[config.mk]
export PLATFORM = sky130hd
export DESIGN_NAME = option_port_controller
export DESIGN_NICKNAME = d
export VERILOG_FILES = /design/src/design/option_port_pkg.sv /design/src/design/option_port_controller.sv /design/src/design/key_debounce.sv /design/src/design/pulse_timer.sv
export SDC_FILE = /design/constraint.sdc
export NUM_CORES = 1
export LEC_CHECK = 0
export CAP_MARGIN = 20
export CORE_ASPECT_RATIO = 0.5
export CORE_UTILIZATION = 50
export DETAILED_ROUTE_END_ITERATION = 16
export DONT_BUFFER_PORTS = 1
export SLEW_MARGIN = 30
export SYNTH_ARGS = -nofsm -noshare
export SYNTH_HDL_FRONTEND = slang
export SYNTH_SLANG_ARGS = --single-unit
[constraint.sdc]
create_clock -name aclk -period 3.3 [get_ports aclk]
set_input_delay 0.495 -clock aclk [delete_from_list [all_inputs] [get_ports aclk]]
set_output_delay 0.495 -clock aclk [all_outputs]
set_load 0.02 [all_outputs]
[src/design/option_port_pkg.sv]
// Purpose: Shared constants for the option connector controller.
// Assumes: One 250 MHz clock, synchronous active-low reset.
// Notes: Register map of the AXI4-Lite slave and timing figures live here.
`default_nettype none
package option_port_pkg;
  // ==========================================================================
  // Option selection codes.
  localparam logic [1:0] OPT_NONE = 2'h0;
  localparam logic [1:0] OPT_RECORDER = 2'h1;
  localparam logic [1:0] OPT_TWO_TONE = 2'h2;
  localparam logic [1:0] OPT_MULTI_FREQ = 2'h3;
  // ==========================================================================
  // Register byte offsets.
  localparam logic [3:0] CTRL_OFFSET = 4'h0;
  localparam logic [3:0] STATUS_OFFSET = 4'h4;
  localparam logic [3:0] KEY_OFFSET = 4'h8;
  // Control register fields.
  localparam int CTRL_OPT_LSB = 0;
  localparam int CTRL_UNMUTED_BIT = 2;
  localparam int CTRL_INHIBIT_EN_BIT = 3;
  // Key strobe register fields, write one to press.
  localparam int KEY_RECORD_BIT = 0;
  localparam int KEY_AUX_BIT = 1;
  localparam int KEY_CHANNEL_BIT = 2;
  // AXI responses.
  localparam logic [1:0] RESP_OKAY = 2'h0;
  localparam logic [1:0] RESP_SLVERR = 2'h2;
  // ==========================================================================
  // Timing.
  localparam int CLK_MHZ = 250;
  localparam int DEBOUNCE_US = 10000;
  localparam int DEBOUNCE_CYCLES = DEBOUNCE_US * CLK_MHZ;
  localparam int CLEAR_PULSE_NS = 1000;
  localparam int CLEAR_PULSE_CYCLES = (CLEAR_PULSE_NS * CLK_MHZ + 999) / 1000;
  localparam int RESET_PULSE_NS = 1000;
  localparam int RESET_PULSE_CYCLES = (RESET_PULSE_NS * CLK_MHZ + 999) / 1000;
  localparam int RECORD_S = 32;
  localparam longint RECORD_CYCLES = longint'(RECORD_S) * CLK_MHZ * 1000000;
endpackage : option_port_pkg
`default_nettype wire

[src/design/option_port_controller.sv]
// Purpose: Drive the option connector pins for recorder or tone decoder options.
// Assumes: Pins and keys synchronous to aclk; software reaches registers by AXI4-Lite.
// Notes: Audio muting is a gate enable; the analog path sits outside.
`default_nettype none
module option_port_controller #(
  parameter int DEBOUNCE_COUNT = option_port_pkg::DEBOUNCE_CYCLES,
  parameter longint RECORD_COUNT = option_port_pkg::RECORD_CYCLES
) (
  input wire logic aclk,
  input wire logic aresetn,
  input wire logic [3:0] s_axi_awaddr,
  input wire logic s_axi_awvalid,
  output logic s_axi_awready,
  input wire logic [31:0] s_axi_wdata,
  input wire logic [3:0] s_axi_wstrb,
  input wire logic s_axi_wvalid,
  output logic s_axi_wready,
  output logic [1:0] s_axi_bresp,
  output logic s_axi_bvalid,
  input wire logic s_axi_bready,
  input wire logic [3:0] s_axi_araddr,
  input wire logic s_axi_arvalid,
  output logic s_axi_arready,
  output logic [31:0] s_axi_rdata,
  output logic [1:0] s_axi_rresp,
  output logic s_axi_rvalid,
  input wire logic s_axi_rready,
  input wire logic record_key,
  input wire logic aux_key,
  input wire logic channel_step,
  input wire logic busy_in,
  input wire logic ptt_in,
  input wire logic hook_on,
  input wire logic transpond_ptt_in,
  input wire logic status_latch_in,
  input wire logic transmit_inhibit,
  output logic record_mode_out,
  output logic start_or_ptt_out,
  output logic stop_or_horn_out,
  output logic decoder_reset_out,
  output logic audio_pass,
  output logic transmit_on,
  output logic decode_latch
);
  typedef enum logic [3:0] {
    REC_IDLE = 4'h1,
    REC_ARMED = 4'h2,
    REC_RECORDING = 4'h4,
    REC_PLAYING = 4'h8
  } rec_state_type;
  rec_state_type rec_state_reg, rec_state_next;
  logic [1:0] option_reg;
  logic [63:0] rec_count_reg;
  logic [3:0] awaddr_reg, wstrb_reg, wa, ws;
  logic [31:0] wdata_reg, wd;
  logic unmuted_reg, inhibit_en_reg, horn_reg, record_mode_reg, start_reg, stop_reg, done_reg;
  logic sw_record_reg, sw_aux_reg, sw_channel_reg, aw_seen_reg, w_seen_reg;
  logic record_press, aux_press, chan_press, clear_active, chan_pulse_active;
  logic is_recorder, is_decoder, write_fire, end_of_operation;
  logic rec_db, aux_db, chan_db;
  // ==========================================================================
  // Key debouncing; software key strobes bypass the filter.
  // debounced key presses
  key_debounce #(.COUNT(DEBOUNCE_COUNT)) u_rec_db (
    .aclk(aclk), .aresetn(aresetn), .key_in(record_key), .press_pulse(rec_db));
  key_debounce #(.COUNT(DEBOUNCE_COUNT)) u_aux_db (
    .aclk(aclk), .aresetn(aresetn), .key_in(aux_key), .press_pulse(aux_db));
  // The encoder step is already a clean strobe, so only the edge matters.
  key_debounce #(.COUNT(1)) u_chan_db (
    .aclk(aclk), .aresetn(aresetn), .key_in(channel_step), .press_pulse(chan_db));
  assign record_press = rec_db || sw_record_reg;
  assign aux_press = aux_db || sw_aux_reg;
  assign chan_press = chan_db || sw_channel_reg;
  assign is_recorder = (option_reg == option_port_pkg::OPT_RECORDER);
  assign is_decoder = (option_reg == option_port_pkg::OPT_TWO_TONE) ||
                      (option_reg == option_port_pkg::OPT_MULTI_FREQ);
  assign end_of_operation = status_latch_in;
  // ==========================================================================
  // Recorder sequencer.
  always_comb begin
    rec_state_next = rec_state_reg;
    case (rec_state_reg)
      REC_IDLE: begin
        if (is_recorder && record_press) begin
          rec_state_next = REC_ARMED;
        end else if (is_recorder && aux_press) begin
          rec_state_next = REC_PLAYING;
        end
      end
      REC_ARMED: begin
        if (!is_recorder || aux_press) begin
          rec_state_next = REC_IDLE;
        end else if (busy_in) begin
          rec_state_next = REC_RECORDING;
        end
      end
      REC_RECORDING, REC_PLAYING: begin
        if (!is_recorder || aux_press || rec_count_reg >= RECORD_COUNT) begin
          rec_state_next = REC_IDLE;
        end else if (!done_reg && end_of_operation) begin
          rec_state_next = REC_IDLE;
        end
      end
      default: begin
        rec_state_next = REC_IDLE;
      end
    endcase
  end
  always_ff @(posedge aclk) begin
    if (!aresetn) begin
      rec_state_reg <= REC_IDLE;
    end else begin
      rec_state_reg <= rec_state_next;
    end
  end
  // Tracks whether the recorder has acknowledged by pulling its status low.
  always_ff @(posedge aclk) begin
    if (!aresetn) begin
      done_reg <= 1'b1;
    end else if (rec_state_next != REC_RECORDING && rec_state_next != REC_PLAYING) begin
      done_reg <= 1'b1;
    end else if (!end_of_operation) begin
      done_reg <= 1'b0;
    end
  end
  // Safety bound on recording length in case the status never returns.
  always_ff @(posedge aclk) begin
    if (!aresetn || rec_state_reg != REC_RECORDING) begin
      rec_count_reg <= 64'h0;
    end else begin
      rec_count_reg <= rec_count_reg + 64'h1;
    end
  end
  always_ff @(posedge aclk) begin
    if (!aresetn) begin
      record_mode_reg <= 1'b0;
    end else if (rec_state_reg == REC_IDLE && rec_state_next == REC_ARMED) begin
      record_mode_reg <= 1'b1;
    end else if (rec_state_reg == REC_IDLE && rec_state_next == REC_PLAYING) begin
      record_mode_reg <= 1'b0;
    end
  end
  always_ff @(posedge aclk) begin
    if (!aresetn) begin
      start_reg <= 1'b0;
    end else begin
      start_reg <= (rec_state_next == REC_RECORDING) || (rec_state_next == REC_PLAYING);
    end
  end
  // stop strobe on aux during operation
  always_ff @(posedge aclk) begin
    if (!aresetn) begin
      stop_reg <= 1'b0;
    end else begin
      stop_reg <= aux_press && (rec_state_reg == REC_RECORDING || rec_state_reg == REC_PLAYING);
    end
  end
  pulse_timer #(.COUNT(option_port_pkg::CLEAR_PULSE_CYCLES)) u_clear (
    .aclk(aclk), .aresetn(aresetn),
    .start(rec_state_reg == REC_ARMED && rec_state_next == REC_RECORDING),
    .active(clear_active));
  pulse_timer #(.COUNT(option_port_pkg::RESET_PULSE_CYCLES)) u_chan (
    .aclk(aclk), .aresetn(aresetn), .start(chan_press && is_decoder),
    .active(chan_pulse_active));
  // ==========================================================================
  // Horn alert toggle.
  always_ff @(posedge aclk) begin
    if (!aresetn) begin
      horn_reg <= 1'b0;
    end else if (is_decoder && aux_press) begin
      horn_reg <= !horn_reg;
    end
  end
  // ==========================================================================
  // Pin multiplexing, registered so outputs come from flip-flops.
  always_ff @(posedge aclk) begin
    if (!aresetn) begin
      record_mode_out <= 1'b0;
      start_or_ptt_out <= 1'b0;
      stop_or_horn_out <= 1'b0;
      decoder_reset_out <= 1'b1;
      audio_pass <= 1'b0;
      transmit_on <= 1'b0;
      decode_latch <= 1'b0;
    end else begin
      record_mode_out <= is_recorder && record_mode_reg;
      case (option_reg)
        option_port_pkg::OPT_RECORDER: start_or_ptt_out <= start_reg;
        option_port_pkg::OPT_TWO_TONE: start_or_ptt_out <= !transmit_on;
        option_port_pkg::OPT_MULTI_FREQ: start_or_ptt_out <= 1'b1;
        default: start_or_ptt_out <= 1'b0;
      endcase
      stop_or_horn_out <= is_recorder ? stop_reg : (is_decoder && horn_reg);
      if (is_recorder) begin
        decoder_reset_out <= !clear_active;
      end else begin
        decoder_reset_out <= chan_pulse_active ? 1'b1 : !hook_on;
      end
      audio_pass <= unmuted_reg || busy_in;
      transmit_on <= (ptt_in || (option_reg == option_port_pkg::OPT_MULTI_FREQ &&
                      !transpond_ptt_in)) && !(inhibit_en_reg && !transmit_inhibit);
      decode_latch <= is_decoder && !status_latch_in;
    end
  end
  // ==========================================================================
  // AXI4-Lite write channel: address and data taken in either order.
  assign s_axi_awready = !aw_seen_reg && !s_axi_bvalid;
  assign s_axi_wready = !w_seen_reg && !s_axi_bvalid;
  assign write_fire = (aw_seen_reg || s_axi_awvalid) && (w_seen_reg || s_axi_wvalid) &&
                      !s_axi_bvalid;
  always_ff @(posedge aclk) begin
    if (!aresetn) begin
      aw_seen_reg <= 1'b0;
      w_seen_reg <= 1'b0;
    end else if (write_fire) begin
      aw_seen_reg <= 1'b0;
      w_seen_reg <= 1'b0;
    end else begin
      if (s_axi_awvalid && s_axi_awready) begin
        aw_seen_reg <= 1'b1;
        awaddr_reg <= s_axi_awaddr;
      end
      if (s_axi_wvalid && s_axi_wready) begin
        w_seen_reg <= 1'b1;
        wdata_reg <= s_axi_wdata;
        wstrb_reg <= s_axi_wstrb;
      end
    end
  end
  // Register update and write response.
  assign wa = aw_seen_reg ? awaddr_reg : s_axi_awaddr;
  assign wd = w_seen_reg ? wdata_reg : s_axi_wdata;
  assign ws = w_seen_reg ? wstrb_reg : s_axi_wstrb;
  always_ff @(posedge aclk) begin
    if (!aresetn) begin
      option_reg <= option_port_pkg::OPT_NONE;
      unmuted_reg <= 1'b0;
      inhibit_en_reg <= 1'b0;
      sw_record_reg <= 1'b0;
      sw_aux_reg <= 1'b0;
      sw_channel_reg <= 1'b0;
      s_axi_bvalid <= 1'b0;
      s_axi_bresp <= option_port_pkg::RESP_OKAY;
    end else begin
      sw_record_reg <= 1'b0;
      sw_aux_reg <= 1'b0;
      sw_channel_reg <= 1'b0;
      if (s_axi_bvalid && s_axi_bready) begin
        s_axi_bvalid <= 1'b0;
      end
      if (write_fire) begin
        s_axi_bvalid <= 1'b1;
        s_axi_bresp <= option_port_pkg::RESP_OKAY;
        if (wa == option_port_pkg::CTRL_OFFSET && ws[0]) begin
          option_reg <= wd[option_port_pkg::CTRL_OPT_LSB +: 2];
          unmuted_reg <= wd[option_port_pkg::CTRL_UNMUTED_BIT];
          inhibit_en_reg <= wd[option_port_pkg::CTRL_INHIBIT_EN_BIT];
        end else if (wa == option_port_pkg::KEY_OFFSET && ws[0]) begin
          sw_record_reg <= wd[option_port_pkg::KEY_RECORD_BIT];
          sw_aux_reg <= wd[option_port_pkg::KEY_AUX_BIT];
          sw_channel_reg <= wd[option_port_pkg::KEY_CHANNEL_BIT];
        end else if (wa != option_port_pkg::CTRL_OFFSET && wa != option_port_pkg::KEY_OFFSET) begin
          s_axi_bresp <= option_port_pkg::RESP_SLVERR;
        end
      end
    end
  end
  // ==========================================================================
  // AXI4-Lite read channel, answered one cycle after the address.
  assign s_axi_arready = !s_axi_rvalid;
  always_ff @(posedge aclk) begin
    if (!aresetn) begin
      s_axi_rvalid <= 1'b0;
      s_axi_rdata <= 32'h0;
      s_axi_rresp <= option_port_pkg::RESP_OKAY;
    end else if (s_axi_arvalid && s_axi_arready) begin
      s_axi_rvalid <= 1'b1;
      s_axi_rresp <= option_port_pkg::RESP_OKAY;
      case (s_axi_araddr)
        option_port_pkg::CTRL_OFFSET:
          s_axi_rdata <= {28'h0, inhibit_en_reg, unmuted_reg, option_reg};
        option_port_pkg::STATUS_OFFSET:
          s_axi_rdata <= {24'h0, horn_reg, decode_latch, end_of_operation, transmit_on,
                          rec_state_reg};
        option_port_pkg::KEY_OFFSET: s_axi_rdata <= 32'h0;
        default: begin
          s_axi_rdata <= 32'h0;
          s_axi_rresp <= option_port_pkg::RESP_SLVERR;
        end
      endcase
    end else if (s_axi_rready) begin
      s_axi_rvalid <= 1'b0;
    end
  end
endmodule : option_port_controller
`default_nettype wire

[src/design/key_debounce.sv]
// Purpose: Debounce one key level and emit a one-cycle press pulse.
// Assumes: Key input is synchronous to aclk, active high while pressed.
// Notes: A level must hold for the full count before it is accepted.
`default_nettype none
module key_debounce #(
  parameter int COUNT = 4
) (
  input wire logic aclk,
  input wire logic aresetn,
  input wire logic key_in,
  output logic press_pulse
);
  logic stable_reg;
  logic [31:0] count_reg;
  logic accept;
  assign accept = (key_in != stable_reg) && (count_reg >= 32'(COUNT - 1));
  // ==========================================================================
  // Count while the raw level differs from the accepted one.
  always_ff @(posedge aclk) begin
    if (!aresetn) begin
      count_reg <= 32'h0;
    end else if (key_in == stable_reg || accept) begin
      count_reg <= 32'h0;
    end else begin
      count_reg <= count_reg + 32'h1;
    end
  end
  // Accepted level; a press is its rising edge.
  always_ff @(posedge aclk) begin
    if (!aresetn) begin
      stable_reg <= 1'b0;
    end else if (accept) begin
      stable_reg <= key_in;
    end
  end
  assign press_pulse = accept && key_in;
endmodule : key_debounce
`default_nettype wire

[src/design/pulse_timer.sv]
// Purpose: Hold a level for a fixed number of cycles after a start pulse.
// Assumes: Start is a one-cycle pulse.
// Notes: A start while active restarts the count.
`default_nettype none
module pulse_timer #(
  parameter int COUNT = 4
) (
  input wire logic aclk,
  input wire logic aresetn,
  input wire logic start,
  output logic active
);
  logic [31:0] left_reg;
  // ==========================================================================
  // Down counter; active while nonzero.
  always_ff @(posedge aclk) begin
    if (!aresetn) begin
      left_reg <= 32'h0;
    end else if (start) begin
      left_reg <= 32'(COUNT);
    end else if (left_reg != 32'h0) begin
      left_reg <= left_reg - 32'h1;
    end
  end
  assign active = (left_reg != 32'h0);
endmodule : pulse_timer
`default_nettype wire

==> reports/qor.csv, run 1 <==
metric,value,unit
num_io_pins,108,
hp-class,in -> reg,
ys_top_cells_by_count,"dfxtp_1 (232), nor2_1 (211), xor2_1 (81)",
netlist_area,0.0104,sq mm
post_drt_wl_per_cell,13.4,microns
r2r_end,u_chan.left_reg[27],
multi_input_area,0.00525,sq mm
post-route-period-util,83.7,%
hold_buffers,0,
finalWirelength,19.8,mm
dpl_worst_slack,0.548,ns
setup_viol,0,
async_reset_ff_share,0,%
netlist.area_leader.share,44.6,%
max_freq,362,MHz
antenna_found_initial,0,
reg2reg_slack,0.54,ns
fin_hold_ws,0.0747,ns
fillers,1824,
ff2ff_path_depth,7,
fp.coreArea,0.0199,sq mm
cp.arrival,3.12,ns
clockBufferDepth,3,
status,completed,
insertedDiodeCount,0,
design_area,0.0114,sq mm
period_needed,2.76,ns
tightest_slew,0.890,ns
cts_sinks,241,
drive_gt1_share,4.77,%
die_w,206,microns
final_hold_viol_count,0,
portBuffers,0,
detailedPlacementHpwl,13.8,mm
grt_max_degree,47,
drt_pass1_iterations,5,
post_drt_via_cell_ratio,5.26,
cp.required,3.66,ns
syn2layout_area_growth,9.37,%
maxCapViolCount,0,
grt.overflow.total,0,
yosys_warnings,0,
htreeDepth,1,
postSynthAreaPerCell,8.81,sq um
crit_type,reg -> reg,
fin_skew,0.0122,ns
slew_violations,0,
largest_reg_flops,64,
final_antenna_net_count,0,
worstSkewPairLatency,0.51,ns
nets,1268,
rr_startpoint,u_chan.left_reg[12],
timing.final.ws_setup,0.538,ns
finalPower,8.63,mW
cts_resized,0,
rsz0062_at_grt,false,
die-height,104,microns
regArea,0.00491,sq mm
yosysTopAreaCell,dfxtp_1,
synth.most_common_cell,dfxtp_1,
track_usage,18.7,%
hold_end,wdata_reg[1],
clk_pin_slew,0.07,ns
dieArea,0.0215,sq mm
numCtsBuffers,22,
synth_seq_area_share,47.2,%
relSlewSlack,40.5,%
min_from,s_axi_wdata[1],
start_kind,register,
power_density,758,mW/mm^2
grt_pass1_vias,7157,
drc,0,
gp_congestion,0.811,
synth_edf_count,9,
end_kind,register,
rows,36,
cp_max_fo,12,
ys_ff_latch,241,
leakage,4.05,nW
ys_types,56,
cts_tree,built,
holdPathStages,0,
via_count,7795,
cts_setup_buffers,0,
place_area,0.0107,sq mm
start_util,52.3,%
synthCells,1182,
synth_flop_cell,dfxtp_1,
setup_tns,0,ns
grt_pass1_wl,33.6,mm
ys_top_cells_by_area,"dfxtp_1 (45%), nor2_1 (7.6%), xor2_1 (6.8%)",
drt_first_iter_violations,416,
root_buffer,clkbuf_16,
ir_drop,0.315,mV
## stage by stage
stage	utilization (%)	cells
finish	57.2	1482
global route	57.2	1482
CTS	57.2	1482
detailed placement	53.7	1443
global placement	53.7	1443
floorplan	-	1227
## where the power goes
| group | total, mW | switching, mW | internal [mW] | leakage (nW) |
|---|---|---|---|---|
| Clock | 2.51 | 1.11 | 1.41 | 0.354 |
| Combinational | 2.47 | 1.40 | 1.07 | 1.73 |
| Sequential | 3.65 | 0.345 | 3.31 | 1.97 |
| Total | 8.63 | 2.85 | 5.78 | 4.05 |
## worst max-delay path: stages (launching register included)
cell      delay (ns)
dfxtp_1         0.35
or4_4           0.55
or4b_1          0.67
nor4_4          0.26
or4b_1          0.39
nand2b_1        0.18
xor2_1          0.15
nor2_1          0.06
## kinds of logic (layout without fill, tap and decap cells)
| logic type | count (synthesis) | count (layout) | share of synthesized area (%) |
|---|---|---|---|
| and+or+nand+nor | 568 | 568 | 27.0 |
| other | 1 | 46 | 0.0360 |
| AOI/OAI and AO/OA | 108 | 108 | 6.49 |
| adders and majority gates | 7 | 7 | 0.841 |
| muxes | 15 | 15 | 1.48 |
| buffers and inverters | 90 | 79 | 4.23 |
| xor gates and xnor gates | 152 | 152 | 12.8 |
| DFF | 241 | 241 | 47.2 |
## area by class of cell
| cell class | count | share of cell area (%) |
|---|---|---|
| flip-flops and latches | 241 | 43.1 |
| well taps | 266 | 2.92 |
| inverters | 28 | 0.922 |
| multi-input cells | 896 | 46.0 |
| clock buffers | 27 | 5.37 |
| clock inverters | 12 | 0.824 |
| repair buffers | 12 | 0.791 |
## worst max-delay path by stage
stage                                startpoint              endpoint  cells after the start
after floorplan           u_aux_db.count_reg[0]  u_clear.left_reg[10]                      8
after global placement      u_chan.left_reg[12]   u_chan.left_reg[31]                      7
after detailed placement    u_chan.left_reg[12]   u_chan.left_reg[27]                      7
after CTS                   u_chan.left_reg[12]   u_chan.left_reg[31]                      7
after global routing        u_chan.left_reg[12]   u_chan.left_reg[27]                      7
final                       u_chan.left_reg[12]   u_chan.left_reg[27]                      7
## cells in the final DEF (no fill, tap or decap), types with 28 or more instances in the layout
cell     instances
nor2_1         211
nand2_1         76
conb_1          46
xor2_1          81
inv_1           28
xnor2_1         71
nand3_1         63
nor4_1          38
a21oi_1         36
nor3_1          41
dfxtp_1        232
## per-layer routing
metal / routed length, microns / track usage (%)
met1: 9980 / 26.2
met2: 8830 / 29.8
met3: 667 / 3.63
met4: 351 / 3.83
met5: 0 / 0
(Power assumes the default switching activity.)
==> inputs of run 2 (changes only) <==
Settings changed: PLACE_DENSITY set to 0.68.
Clock period 3.3 ns to 2.5 ns, I/O delays scaled along.
==> run 2 against run 1 <==
Fmax up 13%. Sequential power up 32%. Highest routed layer unchanged. Combinational power rose by 52%. Global-route usage rose by 0.84 points. Largest cell class unchanged. Critical endpoint is now u_clear.left_reg[31]. Die area did not move.
==> reports/qor.csv, run 2 (same netlist as run 1, synthesis figures left out) <==
metric,value,unit,change
start_kind,register,,unchanged
p_sw,3.90,mW,was 2.85 mW
nets,1317,,was 1268
rr_startpoint,u_aux_db.count_reg[0],,was u_chan.left_reg[12]
final_hold_viol_count,0,,unchanged
layout_common_cells,"dfxtp_1 (230), nor2_1 (210), xor2_1 (81)",,"was dfxtp_1 (232), nor2_1 (211), xor2_1 (81)"
hp-class,in -> reg,,unchanged
place_area,0.0109,sq mm,was 0.0107 sq mm
htreeDepth,1,,unchanged
detailedPlacementHpwl,14.0,mm,was 13.8 mm
combPwrFrac,30.9,%,was 28.6%
fp.coreArea,0.0199,sq mm,unchanged
timing.final.ws_setup,0.0627,ns,was 0.538 ns
cpPeakStageDelay,0.38,ns,was 0.67 ns
grt_pass1_vias,7605,,was 7157
insertedDiodeCount,0,,unchanged
period_needed,2.44,ns,was 2.76 ns
final_antenna_net_count,0,,unchanged
clk_pin_slew,0.07,ns,about the same
power_frac_clock,29.4,%,was 29.1%
grt.overflow.total,0,,unchanged
dpl_worst_slack,0.0134,ns,was 0.548 ns
clockBufferDepth,3,,unchanged
maxCapViolCount,0,,unchanged
gp_congestion,0.826,,was 0.811
tightest_slew,0.629,ns,was 0.890 ns
design_area,0.0120,sq mm,was 0.0114 sq mm
cp.arrival,2.83,ns,was 3.12 ns
sequentialPowerShare,39.6,%,was 42.3%
sw_frac_of_total,32.0,%,was 33.0%
grt_pass1_wl,35.3,mm,was 33.6 mm
drt_pass1_iterations,4,,was 5
cp_slowest_cell,o311a_1,,was or4b_1
syn2layout_area_growth,15.4,%,was 9.37%
finalPower,12.2,mW,was 8.63 mW
largest_reg_flops,64,,unchanged
slew_violations,0,,unchanged
crit_family,compound AO/OA/AOI/OAI gates,,was simple AND/OR/NAND/NOR gates
numCtsBuffers,22,,unchanged
holdPathStages,2,,was 0
cp_max_fo,7,,was 12
path_cells,ha_1 > and4_1 > o311a_1 > o211ai_1 > nand3b_1 > buf_4 > o31ai_4 > buf_6 > clkbuf_16 > nor2_1,,was or4_4 > or4b_1 > nor4_4 > or4b_1 > nand2b_1 > xor2_1 > nor2_1
worstSkewPairLatency,0.51,ns,about the same
via_count,8089,,was 7795
post-route-period-util,97.5,%,was 83.7%
path_buf_inv,3,,was 0
post_drt_wl_per_cell,13.6,microns,was 13.4 microns
setup_viol,0,,unchanged
mostFrequentLayoutCell,dfxtp_1,,unchanged
cp_num_cells,10,,was 7
num_io_pins,108,,unchanged
post-route-util,60.4,%,was 57.2%
internal_power,8.28,mW,was 5.78 mW
status,completed,,unchanged
rows,36,,unchanged
max_freq,410,MHz,was 362 MHz
drt_first_iter_violations,450,,was 416
root_buffer,clkbuf_16,,unchanged
critPathCapture,u_clear.left_reg[31],,was u_chan.left_reg[27]
end_kind,register,,unchanged
relSlewSlack,58.1,%,was 40.5%
cp-startpoint,u_aux_db.count_reg[0],,was u_chan.left_reg[12]
ff2ff_path_depth,10,,was 7
die_w,206,microns,unchanged
antenna_found_initial,0,,unchanged
portBuffers,0,,unchanged
post_drt_via_cell_ratio,5.28,,was 5.26
leakage,4.36,nW,was 4.05 nW
start_util,52.3,%,unchanged
fin_skew,0.0206,ns,was 0.0122 ns
drc,0,,unchanged
grt_max_degree,64,,was 47
fin_hold_ws,0.0105,ns,was 0.0747 ns
finalWirelength,20.9,mm,was 19.8 mm
drive_gt1_share,8.53,%,was 4.77%
power_density,1010,mW/mm^2,was 758 mW/mm^2
r2r_end,u_clear.left_reg[31],,was u_chan.left_reg[27]
cp.required,2.89,ns,was 3.66 ns
cts_sinks,241,,unchanged
reg2reg_slack,0.06,ns,was 0.54 ns
dieArea,0.0215,sq mm,unchanged
die-height,104,microns,unchanged
cts_tree,built,,unchanged
track_usage,19.5,%,was 18.7%
ir_drop,0.641,mV,was 0.315 mV
crit_type,reg -> reg,,unchanged
run 2: changes by cell type in the layout (fill, tap and decap cells not counted), sizes merged:
| cell | previous run | this run |
|---|---|---|
| buf | 12 | 45 |
| bufinv | 1 | 3 |
| clkbuf | 27 | 31 |
| clkinv | 8 | 6 |
| clkinvlp | 1 | 2 |
| dlygate4sd3 | 0 | 14 |
| inv | 30 | 28 |
run 2: worst min path at each step:
| stage | startpoint | endpoint |
|---|---|---|
| 2_1_floorplan | u_aux_db.count_reg[0] | u_aux_db.count_reg[0] |
| 4_1_cts | aresetn | u_aux_db.stable_reg |
| 6_report | aresetn | s_axi_rresp[1] |
| 5_1_grt | aresetn | u_chan.left_reg[7] |
| 3_3_place_gp | u_aux_db.count_reg[0] | u_aux_db.count_reg[0] |
| 3_5_place_dp | aresetn | decoder_reset_out |
run 2: per-layer routing:
metal,wire length [microns],up-vias,global-route usage (%)
met5,0,-,0
met4,509,0,4.99
met3,724,39,3.51
met2,10000,121,34.1
met1,9600,3808,24.8
li1,-,4121,-
run 2: power groups by stage:
stage | clock network [mW] | logic, mW | registers [mW]
after floorplan | 0 | 2.79 | 4.80
after global placement | 0 | 3.46 | 4.86
after detailed placement | 0 | 3.54 | 4.88
after CTS | 3.66 | 3.59 | 4.81
after global routing | 3.82 | 4.22 | 4.90
final | 3.58 | 3.76 | 4.83
run 2: repair_timing:
item	CTS	global route
resized for setup	0	24
endpoints found under the hold margin	16	1
gates cloned	0	3
endpoints found under the setup margin	2	50
hold buffers	13	1
setup buffers	0	6
pin swaps	1	5
run 2: stage by stage:
stage | setup TNS [ns] | std cells
2_1_floorplan | 0 | 1227
3_3_place_gp | 0 | 1469
3_5_place_dp | 0 | 1469
4_1_cts | -0.000194 | 1522
5_1_grt | -0.000699 | 1532
6_report | 0 | 1532
run 2: final cells by class:
cell class | instances | area [sq um]
Fill cell | 1729 | 7890
Multi-Input combinational cell | 896 | 5310
Sequential cell | 241 | 4920
Clock buffer | 29 | 639
Timing Repair Buffer | 61 | 577
Tap cell | 266 | 333
Clock inverter | 11 | 139
Inverter | 28 | 105
==> inputs of run 3 (changes only) <==
==> constraint.sdc (replaced) <==
create_clock -name aclk -period 2 [get_ports aclk]
set_input_delay 0.4 -clock aclk [delete_from_list [all_inputs] [get_ports aclk]]
set_output_delay 0.4 -clock aclk [all_outputs]
set_load 0.02 [all_outputs]
==> run 3 against run 2 <==
The run now ends with setup timing left. Flip-flop and latch count unchanged. Final area up 15%. Largest cell class unchanged. Register-to-register slack worse by 0.44 ns.
==> reports/qor.csv, run 3 (same netlist as run 1, synthesis figures left out) <==
metric,value,unit,change
post-route-period-util,119,%,was 97.5%
via_count,8709,,was 8089
fin_skew,0.00990,ns,was 0.0206 ns
cp.arrival,2.76,ns,was 2.83 ns
grt_pass1_vias,8700,,was 7605
root_buffer,clkbuf_16,,unchanged
final_hold_viol_count,0,,unchanged
design_area,0.0138,sq mm,was 0.0120 sq mm
post-route-util,69.2,%,was 60.4%
cp.required,2.39,ns,was 2.89 ns
insertedDiodeCount,0,,unchanged
die_w,206,microns,unchanged
stdcell_count,1678,,was 1532
drt_first_iter_violations,376,,was 450
cp_max_fo,4,,was 7
cpPeakStageDelay,0.54,ns,was 0.38 ns
grt_pass1_wl,39.3,mm,was 35.3 mm
post_drt_via_cell_ratio,5.19,,was 5.28
min_from,busy_in,,was aresetn
rsz0062_at_grt,true,,
rows,36,,unchanged
start_kind,register,,unchanged
rr_startpoint,u_chan.left_reg[24],,was u_aux_db.count_reg[0]
setup_tns,-15.95,ns,was 0 ns
clockBufferDepth,3,,unchanged
final_antenna_net_count,0,,unchanged
relSlewSlack,56.3,%,was 58.1%
dp.cells,1597,,was 1469
drt_pass1_iterations,4,,unchanged
antenna_found_initial,0,,unchanged
path_cells,or4_4 > or4_4 > nor4_4 > buf_4 > buf_6 > buf_6 > nor4_2 > xnor2_1 > nor2_1,,was ha_1 > and4_1 > o311a_1 > o211ai_1 > nand3b_1 > buf_4 > o31ai_4 > buf_6 > clkbuf_16 > nor2_1
violations,setup timing,,
grt_max_degree,64,,unchanged
cp-startpoint,u_chan.left_reg[24],,was u_aux_db.count_reg[0]
max_freq,421,MHz,was 410 MHz
cp_slowest_cell,or4_4,,was o311a_1
period_needed,2.37,ns,was 2.44 ns
leakage,5.26,nW,was 4.36 nW
cts_tree,built,,unchanged
end_kind,register,,unchanged
dpl_worst_slack,-0.379,ns,was 0.0134 ns
status,finished with violations,,was completed
track_usage,21.8,%,was 19.5%
detailedPlacementHpwl,15.4,mm,was 14.0 mm
die-height,104,microns,unchanged
fin_hold_ws,0.0204,ns,was 0.0105 ns
ir_drop,0.761,mV,was 0.641 mV
largest_reg_flops,64,,unchanged
gp_congestion,0.847,,was 0.826
syn2layout_area_growth,32.2,%,was 15.4%
power_density,1290,mW/mm^2,was 1010 mW/mm^2
finalPower,17.8,mW,was 12.2 mW
drive_gt1_share,26.2,%,was 8.53%
crit_type,reg -> reg,,unchanged
finalWirelength,23.7,mm,was 20.9 mm
grt.overflow.total,0,,unchanged
layout_common_cells,"dfxtp_1 (220), nor2_1 (182), buf_4 (172)",,"was dfxtp_1 (230), nor2_1 (210), xor2_1 (81)"
mostFrequentLayoutCell,dfxtp_1,,unchanged
place_area,0.0120,sq mm,was 0.0109 sq mm
nets,1463,,was 1317
hp-class,in -> reg,,unchanged
start_util,52.3,%,unchanged
dieArea,0.0215,sq mm,unchanged
clk_pin_slew,0.07,ns,about the same
slew_violations,0,,unchanged
worstSkewPairLatency,0.50,ns,was 0.51 ns
cts_sinks,241,,unchanged
drc,0,,unchanged
maxCapViolCount,0,,unchanged
setup_viol,73,,was 0
fp.coreArea,0.0199,sq mm,unchanged
post_drt_wl_per_cell,14.1,microns,was 13.6 microns
num_io_pins,108,,unchanged
tightest_slew,0.656,ns,was 0.629 ns
portBuffers,0,,unchanged
numCtsBuffers,22,,unchanged
htreeDepth,1,,unchanged
timing.final.ws_setup,-0.373,ns,was 0.0627 ns
[run 3: per-layer routing]
layer | GRT usage, % | up-vias | wire (microns)
met3 | 3.38 | 31 | 615
met1 | 27.4 | 4171 | 10700
met4 | 3.94 | 0 | 353
met5 | 0 | - | 0
met2 | 39.5 | 98 | 12000
li1 | - | 4409 | -
[run 3: layout make-up]
cell class / count / area [sq um]
Clock inverter: 9 / 62.6
Inverter: 28 / 105
Multi-Input combinational cell: 896 / 5930
Sequential cell: 241 / 4930
Timing Repair Buffer: 207 / 1770
Fill cell: 1485 / 6140
Clock buffer: 31 / 646
Tap cell: 266 / 333
[run 3: final timing paths]
kind / to / slack, ns / cells past startpoint
hold / removal: audio_pass / 0.02 / 2
setup reg to reg: u_chan.left_reg[10] / -0.37 / 9
setup / recovery: u_chan.left_reg[10] / -0.37 / 9
hold reg to reg: u_rec_db.count_reg[21] / 0.49 / 2
[run 3: power by group]
part	total, mW	internal (mW)	switching (mW)	leakage (nW)
registers	5.90	5.46	0.438	1.97
clock network	4.14	2.28	1.86	0.347
logic	7.74	4.12	3.62	2.93
total	17.8	11.9	5.91	5.26
[run 3: critical path, delay by kind of cell (launching register included)]
kind / cells / cell delay, ns
xor gates and xnor gates: 1 / 0.15
and+or+nand+nor: 5 / 1.39
DFF: 1 / 0.32
buffers and inverters: 3 / 0.39
[run 3: what timing repair did]
| item | CTS | global route |
|---|---|---|
| cloned | 3 | 0 |
| endpoints found under the hold margin | 10 | 0 |
| pin swaps | 29 | 47 |
| resized for setup | 73 | 106 |
| hold buffers | 10 | 0 |
| setup buffers | 17 | 13 |
| endpoints found under the setup margin | 119 | 132 |
